[src/core/pmsmi_regs.vh]
// constants of the power-management interrupt and clock-control block
`ifndef PMSMI_REGS_VH
`define PMSMI_REGS_VH

// ----------------------------------------------------------------
// timing
// ----------------------------------------------------------------
`define PMSMI_CLK_PERIOD_NS    36'h0_0000_000A
`define PMSMI_MINUTE_NS        36'hD_F847_5800
`define PMSMI_MINUTE_CYCLES    (`PMSMI_MINUTE_NS / `PMSMI_CLK_PERIOD_NS)

// ----------------------------------------------------------------
// sm_event_enable / sm_request_status bit positions
// ----------------------------------------------------------------
`define PMSMI_SRC_IRQ1         3'h0
`define PMSMI_SRC_IRQ3         3'h1
`define PMSMI_SRC_IRQ4         3'h2
`define PMSMI_SRC_IRQ8         3'h3
`define PMSMI_SRC_IRQ12        3'h4
`define PMSMI_SRC_IDLE         3'h5
`define PMSMI_SRC_EXT          3'h6
`define PMSMI_SRC_SW           3'h7

// ----------------------------------------------------------------
// system_event_enable bit positions above the irq lines (15:0)
// ----------------------------------------------------------------
`define PMSMI_SEE_NMI          5'h10
`define PMSMI_SEE_SMI          5'h11
`define PMSMI_SEE_PERIPH       5'h12
`define PMSMI_SEE_DMA          5'h13

// ----------------------------------------------------------------
// i/o addresses of the power command and status ports
// ----------------------------------------------------------------
`define PMSMI_CMD_PORT         16'h00B2
`define PMSMI_STS_PORT         16'h00B3

// ----------------------------------------------------------------
// peripheral ranges that count as activity
// ----------------------------------------------------------------
`define PMSMI_IDE2_LO          16'h0170
`define PMSMI_IDE2_HI          16'h017F
`define PMSMI_IDE1_LO          16'h01F0
`define PMSMI_IDE1_HI          16'h01FF
`define PMSMI_LPT3_LO          16'h0278
`define PMSMI_LPT3_HI          16'h027F
`define PMSMI_COM4_LO          16'h02E8
`define PMSMI_COM4_HI          16'h02EF
`define PMSMI_COM2_LO          16'h02F8
`define PMSMI_COM2_HI          16'h02FF
`define PMSMI_IDE3_LO          16'h0320
`define PMSMI_IDE3_HI          16'h032F
`define PMSMI_FLP2_LO          16'h0370
`define PMSMI_FLP2_HI          16'h0377
`define PMSMI_LPT2_LO          16'h0378
`define PMSMI_LPT2_HI          16'h037F
`define PMSMI_LPT1_LO          16'h03BC
`define PMSMI_LPT1_HI          16'h03BF
`define PMSMI_COM3_LO          16'h03E8
`define PMSMI_COM3_HI          16'h03EF
`define PMSMI_FLP1_LO          16'h03F0
`define PMSMI_FLP1_HI          16'h03F7
`define PMSMI_COM1_LO          16'h03F8
`define PMSMI_COM1_HI          16'h03FF

// ----------------------------------------------------------------
// dma register ranges that count as activity
// ----------------------------------------------------------------
`define PMSMI_DMA1_LO          16'h0000
`define PMSMI_DMA1_HI          16'h000F
`define PMSMI_DMAP_LO          16'h0080
`define PMSMI_DMAP_HI          16'h008F
`define PMSMI_DMA2_LO          16'h00C0
`define PMSMI_DMA2_HI          16'h00DE
`define PMSMI_DMAX_LO          16'h0400
`define PMSMI_DMAX_HI          16'h043F
`define PMSMI_DMAY_LO          16'h0481
`define PMSMI_DMAY_HI          16'h04FF

`endif

[src/core/pmsmi_prescaler.v]
// minute-rate tick divider for the idle timer
`timescale 1ns/1ps
`include "pmsmi_regs.vh"

module pmsmi_prescaler
#(
   parameter [35:0] MINUTE_CYCLES = `PMSMI_MINUTE_CYCLES
)
(
   input  wire clk_in,   // system clock
   input  wire rst_in,   // async reset, active high
   output reg  tick_out  // one-cycle pulse once a minute
);

   reg [35:0] count_q;

   always @(posedge clk_in or posedge rst_in)
   begin
      if (rst_in)
      begin
         count_q  <= 36'h0_0000_0000;
         tick_out <= 1'b0;
      end
      else if (count_q >= MINUTE_CYCLES - 36'h0_0000_0001)
      begin
         count_q  <= 36'h0_0000_0000;
         tick_out <= 1'b1;
      end
      else
      begin
         count_q  <= count_q + 36'h0_0000_0001;
         tick_out <= 1'b0;
      end
   end

endmodule // pmsmi_prescaler

[src/core/pmsmi_core.v]
// power-management interrupt, idle timer and cpu clock-stop control
//
// Contract
// - in power-on, idle expiry, request pin and os call raise interrupt
// - one enable bit per interrupt source gates its request
// - global enable, when clear, blocks every interrupt assertion
// - status bits record which events requested an interrupt
// - enabled irq 12,8#,4,3,1 and idle expiry interrupt in any power state
// - idle timer counts down from programmed value; zero may interrupt
// - idle timer drops once a minute, reloads on enabled system events
// - irq lines other than irq2, nmi and interrupt output are system events when enabled
// - each system event has an enable; enabled events reload the idle timer
// - peripheral i/o range accesses reload the idle timer
// - dma register range accesses are system events
// - request pin asserts an interrupt when enabled
// - command port write is a software event; status port holds data
// - ports in i/o space, forwarded subtractively, unreachable from isa masters
// - interrupt asserted only while soft-init is negated
// - soft-init seen during an interrupt negates it
// - command port read asserts clock stop when enabled
// - break event after stop grant negates clock stop
// - clock-stop disable or command port write negates clock stop
// - interrupt holds until the handler clears the gate
`timescale 1ns/1ps
`include "pmsmi_regs.vh"

module pmsmi_core
#(
   parameter [35:0] MINUTE_CYCLES = `PMSMI_MINUTE_CYCLES
)
(
   input  wire        clk_in,                 // system clock, 100 MHz
   input  wire        rst_in,                 // async reset, active high
   input  wire [15:0] irq_in,                 // raw irq lines, bit 8 active low
   input  wire        nmi_in,                 // nmi to cpu, active high
   input  wire        external_sm_request_n_in, // external request pin, active low
   input  wire        soft_init_in,           // cpu soft-init, active high
   input  wire        stop_grant_in,          // stop-grant special cycle seen, pulse
   input  wire        io_valid_in,            // i/o access strobe, pulse
   input  wire        io_write_in,            // 1 write, 0 read
   input  wire        io_isa_master_in,       // access started by an isa master
   input  wire [15:0] io_addr_in,             // i/o address
   input  wire [7:0]  io_wdata_in,            // i/o write data
   input  wire [7:0]  sm_event_enable_in,     // per-source interrupt enables
   input  wire        sm_global_enable_in,    // global interrupt enable
   input  wire        clock_stop_enable_in,   // clock-stop enable
   input  wire [19:0] system_event_enable_in, // system/break event enables
   input  wire [7:0]  idle_start_in,          // idle timer start value
   input  wire        idle_load_in,           // load start value, pulse
   input  wire        sm_gate_clear_in,       // handler clears the gate, pulse
   input  wire [7:0]  sm_status_clear_in,     // write-one-to-clear status, pulse
   input  wire        enter_fast_off_in,      // handler enters fast-off, pulse
   output reg         system_mgmt_irq_n_out,  // interrupt to cpu, active low
   output reg         cpu_clock_stop_n_out,   // clock stop to cpu, active low
   output reg  [7:0]  sm_request_status_out,  // sticky source status
   output reg  [7:0]  idle_count_out,         // idle timer value
   output reg         fast_off_out,           // 1 in fast-off state
   output reg  [7:0]  power_command_out,      // last command port byte
   output reg  [7:0]  io_rdata_out,           // read data of the ports
   output reg         io_forward_out          // forward access to isa, pulse
);

   // ----------------------------------------------------------------
   // address decode helpers
   // ----------------------------------------------------------------
   function in_rng;
      input [15:0] a;
      input [15:0] lo;
      input [15:0] hi;
      begin
         in_rng = (a >= lo) && (a <= hi);
      end
   endfunction

   function in_periph;
      input [15:0] a;
      begin
         in_periph = in_rng(a, `PMSMI_IDE2_LO, `PMSMI_IDE2_HI) | in_rng(a, `PMSMI_IDE1_LO, `PMSMI_IDE1_HI)
                   | in_rng(a, `PMSMI_LPT3_LO, `PMSMI_LPT3_HI) | in_rng(a, `PMSMI_COM4_LO, `PMSMI_COM4_HI)
                   | in_rng(a, `PMSMI_COM2_LO, `PMSMI_COM2_HI) | in_rng(a, `PMSMI_IDE3_LO, `PMSMI_IDE3_HI)
                   | in_rng(a, `PMSMI_FLP2_LO, `PMSMI_FLP2_HI) | in_rng(a, `PMSMI_LPT2_LO, `PMSMI_LPT2_HI)
                   | in_rng(a, `PMSMI_LPT1_LO, `PMSMI_LPT1_HI) | in_rng(a, `PMSMI_COM3_LO, `PMSMI_COM3_HI)
                   | in_rng(a, `PMSMI_FLP1_LO, `PMSMI_FLP1_HI) | in_rng(a, `PMSMI_COM1_LO, `PMSMI_COM1_HI);
      end
   endfunction

   function in_dma;
      input [15:0] a;
      begin
         in_dma = in_rng(a, `PMSMI_DMA1_LO, `PMSMI_DMA1_HI) | in_rng(a, `PMSMI_DMAP_LO, `PMSMI_DMAP_HI)
                | in_rng(a, `PMSMI_DMA2_LO, `PMSMI_DMA2_HI) | in_rng(a, `PMSMI_DMAX_LO, `PMSMI_DMAX_HI)
                | in_rng(a, `PMSMI_DMAY_LO, `PMSMI_DMAY_HI);
      end
   endfunction

   // ----------------------------------------------------------------
   // input synchronisers
   // ----------------------------------------------------------------
   reg  [18:0] sync1_q;
   reg  [18:0] sync2_q;
   reg  [15:0] irq_prev_q;
   reg         ext_prev_q;

   always @(posedge clk_in or posedge rst_in)
   begin
      if (rst_in)
      begin
         sync1_q    <= 19'h0_0000;
         sync2_q    <= 19'h0_0000;
         irq_prev_q <= 16'h0000;
         ext_prev_q <= 1'b0;
      end
      else
      begin
         sync1_q    <= {soft_init_in, ~external_sm_request_n_in, nmi_in, irq_in ^ 16'h0100};
         sync2_q    <= sync1_q;
         irq_prev_q <= sync2_q[15:0];
         ext_prev_q <= sync2_q[17];
      end
   end

   // irq8 was inverted on entry, so every line is active high from here on
   wire [15:0] irq_lvl  = sync2_q[15:0];
   wire        nmi_lvl  = sync2_q[16];
   wire        ext_lvl  = sync2_q[17];
   wire        init_lvl = sync2_q[18];
   wire [15:0] irq_rise = irq_lvl & ~irq_prev_q;

   // ----------------------------------------------------------------
   // i/o port decode
   // ----------------------------------------------------------------
   // isa masters never reach the ports; only host-side accesses count
   wire host_io   = io_valid_in & ~io_isa_master_in;
   wire cmd_hit   = host_io & (io_addr_in == `PMSMI_CMD_PORT);
   wire sts_hit   = host_io & (io_addr_in == `PMSMI_STS_PORT);
   wire cmd_write = cmd_hit & io_write_in;
   wire cmd_read  = cmd_hit & ~io_write_in;
   wire sts_write = sts_hit & io_write_in;
   reg  [7:0] power_status_q;

   always @(posedge clk_in or posedge rst_in)
   begin
      if (rst_in)
      begin
         power_command_out <= 8'h00;
         power_status_q    <= 8'h00;
         io_rdata_out      <= 8'h00;
         io_forward_out    <= 1'b0;
      end
      else
      begin
         io_forward_out <= cmd_hit | sts_hit;
         if (cmd_write)
            power_command_out <= io_wdata_in;
         if (sts_write)
            power_status_q <= io_wdata_in;
         if (cmd_read)
            io_rdata_out <= power_command_out;
         else if (sts_hit & ~io_write_in)
            io_rdata_out <= power_status_q;
      end
   end

   // ----------------------------------------------------------------
   // system and break events
   // ----------------------------------------------------------------
   wire periph_acc = io_valid_in & in_periph(io_addr_in) & system_event_enable_in[`PMSMI_SEE_PERIPH];
   wire dma_acc    = io_valid_in & in_dma(io_addr_in) & system_event_enable_in[`PMSMI_SEE_DMA];
   // irq2 is the cascade input and takes no part
   wire [15:0] irq_ev_mask = 16'hFFFB;
   wire sys_event = |(irq_lvl & irq_ev_mask & system_event_enable_in[15:0])
                  | (nmi_lvl & system_event_enable_in[`PMSMI_SEE_NMI])
                  | (~system_mgmt_irq_n_out & system_event_enable_in[`PMSMI_SEE_SMI])
                  | periph_acc | dma_acc;

   // ----------------------------------------------------------------
   // idle timer
   // ----------------------------------------------------------------
   wire minute_tick;

   pmsmi_prescaler
   #(
      .MINUTE_CYCLES (MINUTE_CYCLES)
   )
   u_prescaler
   (
      .clk_in   (clk_in),
      .rst_in   (rst_in),
      .tick_out (minute_tick)
   );

   reg idle_expire_q;

   // a zero start value never counts down and never expires; software keeps it nonzero
   always @(posedge clk_in or posedge rst_in)
   begin
      if (rst_in)
      begin
         idle_count_out <= 8'h00;
         idle_expire_q  <= 1'b0;
      end
      else
      begin
         idle_expire_q <= 1'b0;
         if (idle_load_in | sys_event)
            idle_count_out <= idle_start_in;
         else if (minute_tick && (idle_count_out != 8'h00))
         begin
            idle_count_out <= idle_count_out - 8'h01;
            if (idle_count_out == 8'h01)
               idle_expire_q <= 1'b1;
         end
      end
   end

   // ----------------------------------------------------------------
   // interrupt sources and status
   // ----------------------------------------------------------------
   wire [7:0] src_event;
   assign src_event[`PMSMI_SRC_IRQ1]  = irq_rise[1];
   assign src_event[`PMSMI_SRC_IRQ3]  = irq_rise[3];
   assign src_event[`PMSMI_SRC_IRQ4]  = irq_rise[4];
   assign src_event[`PMSMI_SRC_IRQ8]  = irq_rise[8];
   assign src_event[`PMSMI_SRC_IRQ12] = irq_rise[12];
   assign src_event[`PMSMI_SRC_IDLE]  = idle_expire_q;
   assign src_event[`PMSMI_SRC_EXT]   = ext_lvl & ~ext_prev_q;
   assign src_event[`PMSMI_SRC_SW]    = cmd_write;

   wire [7:0] src_req = src_event & sm_event_enable_in;

   reg smi_pend_q;

   always @(posedge clk_in or posedge rst_in)
   begin
      if (rst_in)
      begin
         sm_request_status_out <= 8'h00;
         smi_pend_q            <= 1'b0;
         system_mgmt_irq_n_out <= 1'b1;
      end
      else
      begin
         // a new request in the clearing cycle survives the clear
         sm_request_status_out <= (sm_request_status_out & ~sm_status_clear_in) | src_req;
         if ((|src_req) & sm_global_enable_in)
            smi_pend_q <= 1'b1;
         else if (sm_gate_clear_in)
            smi_pend_q <= 1'b0;
         // init holds the output off; the pending request comes back once init drops
         system_mgmt_irq_n_out <= ~(((|src_req) & sm_global_enable_in | smi_pend_q & ~sm_gate_clear_in)
                                    & ~init_lvl & sm_global_enable_in);
      end
   end

   // ----------------------------------------------------------------
   // power state
   // ----------------------------------------------------------------
   always @(posedge clk_in or posedge rst_in)
   begin
      if (rst_in)
         fast_off_out <= 1'b0;
      else if (sys_event)
         fast_off_out <= 1'b0;
      else if (enter_fast_off_in)
         fast_off_out <= 1'b1;
   end

   // ----------------------------------------------------------------
   // cpu clock stop
   // ----------------------------------------------------------------
   // the cpu takes clock stop with no acknowledge and stays granted until it is released
   reg grant_seen_q;

   always @(posedge clk_in or posedge rst_in)
   begin
      if (rst_in)
      begin
         cpu_clock_stop_n_out <= 1'b1;
         grant_seen_q         <= 1'b0;
      end
      else
      begin
         if (~clock_stop_enable_in | cmd_write)
         begin
            cpu_clock_stop_n_out <= 1'b1;
            grant_seen_q         <= 1'b0;
         end
         else if (sys_event & grant_seen_q)
         begin
            cpu_clock_stop_n_out <= 1'b1;
            grant_seen_q         <= 1'b0;
         end
         else if (cmd_read)
            cpu_clock_stop_n_out <= 1'b0;
         else if (stop_grant_in & ~cpu_clock_stop_n_out)
            grant_seen_q <= 1'b1;
      end
   end

endmodule // pmsmi_core

[config.mk]
export PLATFORM = sky130hd
export DESIGN_NAME = pmsmi_core
export DESIGN_NICKNAME = d
export VERILOG_FILES = /design/src/core/pmsmi_prescaler.v /design/src/core/pmsmi_core.v
export VERILOG_INCLUDE_DIRS = /design/src /design/src/core
export SDC_FILE = /design/constraint.sdc
export NUM_CORES = 1
export LEC_CHECK = 0
export BUFFER_PORTS_ARGS = -buffer_cell sky130_fd_sc_hd__clkbuf_2
export CORE_MARGIN = 3
export CORE_UTILIZATION = 48
export CTS_CLUSTER_SIZE = 24
export DETAILED_ROUTE_END_ITERATION = 16
export PLACE_DENSITY = 0.88
export SYNTH_ARGS = -nofsm -noshare
export SYNTH_HDL_FRONTEND = slang
export SYNTH_SLANG_ARGS = --single-unit
export TNS_END_PERCENT = 5
[constraint.sdc]
create_clock -name clk_in -period 3.7 [get_ports clk_in]
set_input_delay 0.185 -clock clk_in [delete_from_list [all_inputs] [get_ports clk_in]]
set_output_delay 0.185 -clock clk_in [all_outputs]
set_load 0.05 [all_outputs]
==> metrics.md <==
| Metric | Value |
|---|---|
| Relative slew slack | 38.23% |
| PortBufs | 131 |
| Share of post-route cells with drive strength above 1 | 29.92% |
| Worst Tran Pin Value | 0.9181 ns |
| Final-report setup violation count | 0 |
| Root Buffer | clkbuf_8 |
| Synthesized flop and latch total | 126 |
| Worst path arrival time | 2.86 ns |
| Post-CTS Resized | 0 |
| Cell variety after synth | 58 |
| Final max-slew violation count | 0 |
| Antenna violations before repair | 0 |
| Commonest non-fill, non-tap cell in the layout | clkbuf_2 |
| WHS Endpoint | io_forward_out |
| Min-delay src | io_addr_in[2] |
| Final core occ | 68.58% |
| CP max FO | 33 |
| Fraction of registers with async set or reset after synthesis | 100.0% |
| Power consumption | 0.003297 W |
| Max VDD drop | 0.3064 mV |
| Hold crit path type | in2reg |
| Final hold viol count | 0 |
| Critical Path RT | 4.15 ns |
| Yosys Warn Count | 0 |
| Clock sinks | 126 |
| Final Net Count | 747 |
| Setup Buffers After CTS | 0 |
| Initial drt markers | 441 |
| Reg-to-reg startpoint | u_prescaler.count_q[0] |
| Maxcap violations | 0 |
| Power density over the cells | 459.5 nW/µm² |
| FILL cells | 630 |
| Site Rows | 37 |
| Syn_area_per_cell | 11.75 µm² |
| Placer Congestion | 0.9484 |
| P_leak | 3.403 nW |
| Period minus WS final | 2.405 ns |
| Num CTS Buffers | 17 |
| CP Launch Type | flop |
| Clock transition at the registers of the reported paths | 0.06 ns |
| RSZ-0062 raised after global routing | false |
| Worst-case clock buffer depth | 2 |
| EDFF count, synth | 0 |
| Drt drc | 0 |
| Post-DP HPWL | 8.265 mm |
| Commonest non-fill, non-tap cells in the layout | 131 x clkbuf_2, 124 x dfrtp_1, 56 x dlygate4sd3_1 |
| Clock skew | 0.007772 ns |
| R2R depth | 8 |
| CTS tree | yes |
| DR top layer | met4 |
| R2r setup slk | 1.30 ns |
| Remaining Overflow, GRT | 0 |
| Initial core utilization | 50.07% |
| Largest net degree at the start of global routing | 118 |
| First-pass GRT wire length | 24.29 mm |
| Final Cycle Share | 65.00% |
| Final WL | 14.74 mm |
| IO Pins | 134 |
| Mapped Cells | 446 |
| Crit Path Class | reg2reg |
| Final ANT Viol Nets | 0 |
| Status | finished clean |
| Ant diodes | 0 |
| Cell area after synthesis | 5239 µm² |
| Wire per inst | 18.63 µm |
| Hold Path Cell Cnt | 4 |
| Top_reg_cell synth | dfrtp_1 |
| Met2 wire len | 7.929 mm |
| Via Count | 4417 |
| Post-route setup TNS | 0 ns |
| Syn-to-layout area delta | 36.97% |
| Worst reg2reg endpoint | u_prescaler.count_q[11] |
| CP endpoint kind | flop |
| Clock H-tree levels | 4 |
| Die area | 12200 µm² |
| Vias per cell | 5.584 |
| First-pass DRT Iterations | 6 |
| Sequential share of the synthesized area | 60.23% |
| Die width | 110.5 µm |
| Placeable Area | 10460 µm² |
| Clock Latency Late Sink | 0.53 ns |
| Tot GR Track Use | 24.90% |
| Die H | 110.5 µm |
| Routed metal-1 wire length | 5.534 mm |
| Vias in the first global route | 4730 |
| DR WL met3 | 891 µm |
| Peak Freq | 0.4158 GHz |
registers in the layout, summed over array words and instances (netlist names), 5 cells and up:
signal                 count
sync1_q                   18
io_rdata_out               8
sm_request_status_out      8
sync2_q                   18
u_prescaler.count_q       36
power_status_q             8
power_command_out          8
irq_prev_q                 5
idle_count_out             8
cell type report:
| type | instances | area (µm²) | share of cell area, % |
|---|---|---|---|
| multi-input combinational | 289 | 1959 | 27.31 |
| timing repair buffer | 189 | 1244 | 17.33 |
| tap | 136 | 170.2 | 2.371 |
| sequential | 126 | 3156 | 43.98 |
| inverter | 22 | 85.08 | 1.186 |
| clock buffer | 23 | 476.7 | 6.643 |
| clock inverter | 6 | 85.08 | 1.186 |
logic make-up after synthesis:
logic type	synth area share (%)
and+or+nand+nor	16.55
DFF	60.23
AOI/OAI and AO/OA	6.807
xor gates and xnor gates	6.186
buffers and inverters	2.508
muxes	6.687
adders and majority gates	0.9554
other	0.07158
cell usage after synthesis (3+ instances only):
cell type / count / area (µm²)
dfrtp_1: 124 / 3103
nand2_1: 31 / 116.4
mux2_2: 24 / 270.3
a21oi_1: 6 / 30.03
xnor2_1: 15 / 131.4
a22oi_1: 5 / 37.54
a31oi_1: 4 / 25.02
nand3_1: 19 / 95.09
ha_1: 4 / 50.05
nor2_1: 42 / 157.7
and4_1: 6 / 52.55
nand4_1: 8 / 50.05
mux2i_1: 8 / 80.08
inv_1: 22 / 82.58
o41ai_1: 3 / 26.28
o21ai_0: 19 / 95.09
clkbuf_1: 5 / 18.77
buf_2: 5 / 25.02
and4b_1: 3 / 30.03
and3_1: 7 / 43.79
nor2b_1: 3 / 18.77
nor4_1: 6 / 37.54
nand3b_1: 8 / 60.06
xor2_1: 22 / 192.7
nor3_1: 9 / 45.04
worst max path at each step:
stage                                 startpoint                      end  cells past startpoint
after detailed placement           io_addr_in[0]        idle_count_out[0]                      7
after global placement     system_mgmt_irq_n_out        idle_count_out[2]                      6
after global routing      u_prescaler.count_q[0]  u_prescaler.count_q[30]                      8
after floorplan                           rst_in               ext_prev_q                      1
after CTS                 u_prescaler.count_q[0]  u_prescaler.count_q[26]                      8
final                     u_prescaler.count_q[0]  u_prescaler.count_q[11]                      8
report_power, final:
part           switching (W)  internal (W)
Clock               0.000581       0.00102
Combinational       0.000147      0.000113
Sequential         0.0000228       0.00142
Total               0.000750       0.00255
timing repair:
action / 4_1_cts / 5_1_grt
hold buffers: 56 / 0
hold endpoints to repair: 179 / 0
endpoints found under the setup margin: 0 / 0
metal layers:
| metal | vias to the layer above | GRT usage, % |
|---|---|---|
| met5 | - | 0 |
| met4 | 0 | 9.688 |
| met3 | 38 | 7.178 |
| met2 | 215 | 44.54 |
| met1 | 2208 | 27.92 |
| li1 | 1956 | - |
critical path, cell delays in order, from the launching register on:
cell       delay, ns
dfrtp_1         0.40
ha_1            0.26
and4_1          0.26
a41oi_1         0.27
o41ai_1         0.11
a2111oi_2       0.44
o21ai_2         0.12
buf_4           0.28
nor2_1          0.17
metrics by stage:
step                worst slack [ns]  instance area [µm²]  instances  hold WS (ns)
floorplan                     0.1624                 5246        448        0.2164
global placement               1.435                 6053        706       0.08233
detailed placement             1.369                 6053        706       0.08481
CTS                            1.274                 7176        791       0.07438
global route                   1.128                 7176        791        0.1182
finish                         1.295                 7176        791       0.09689
(Power assumes the default switching activity.)
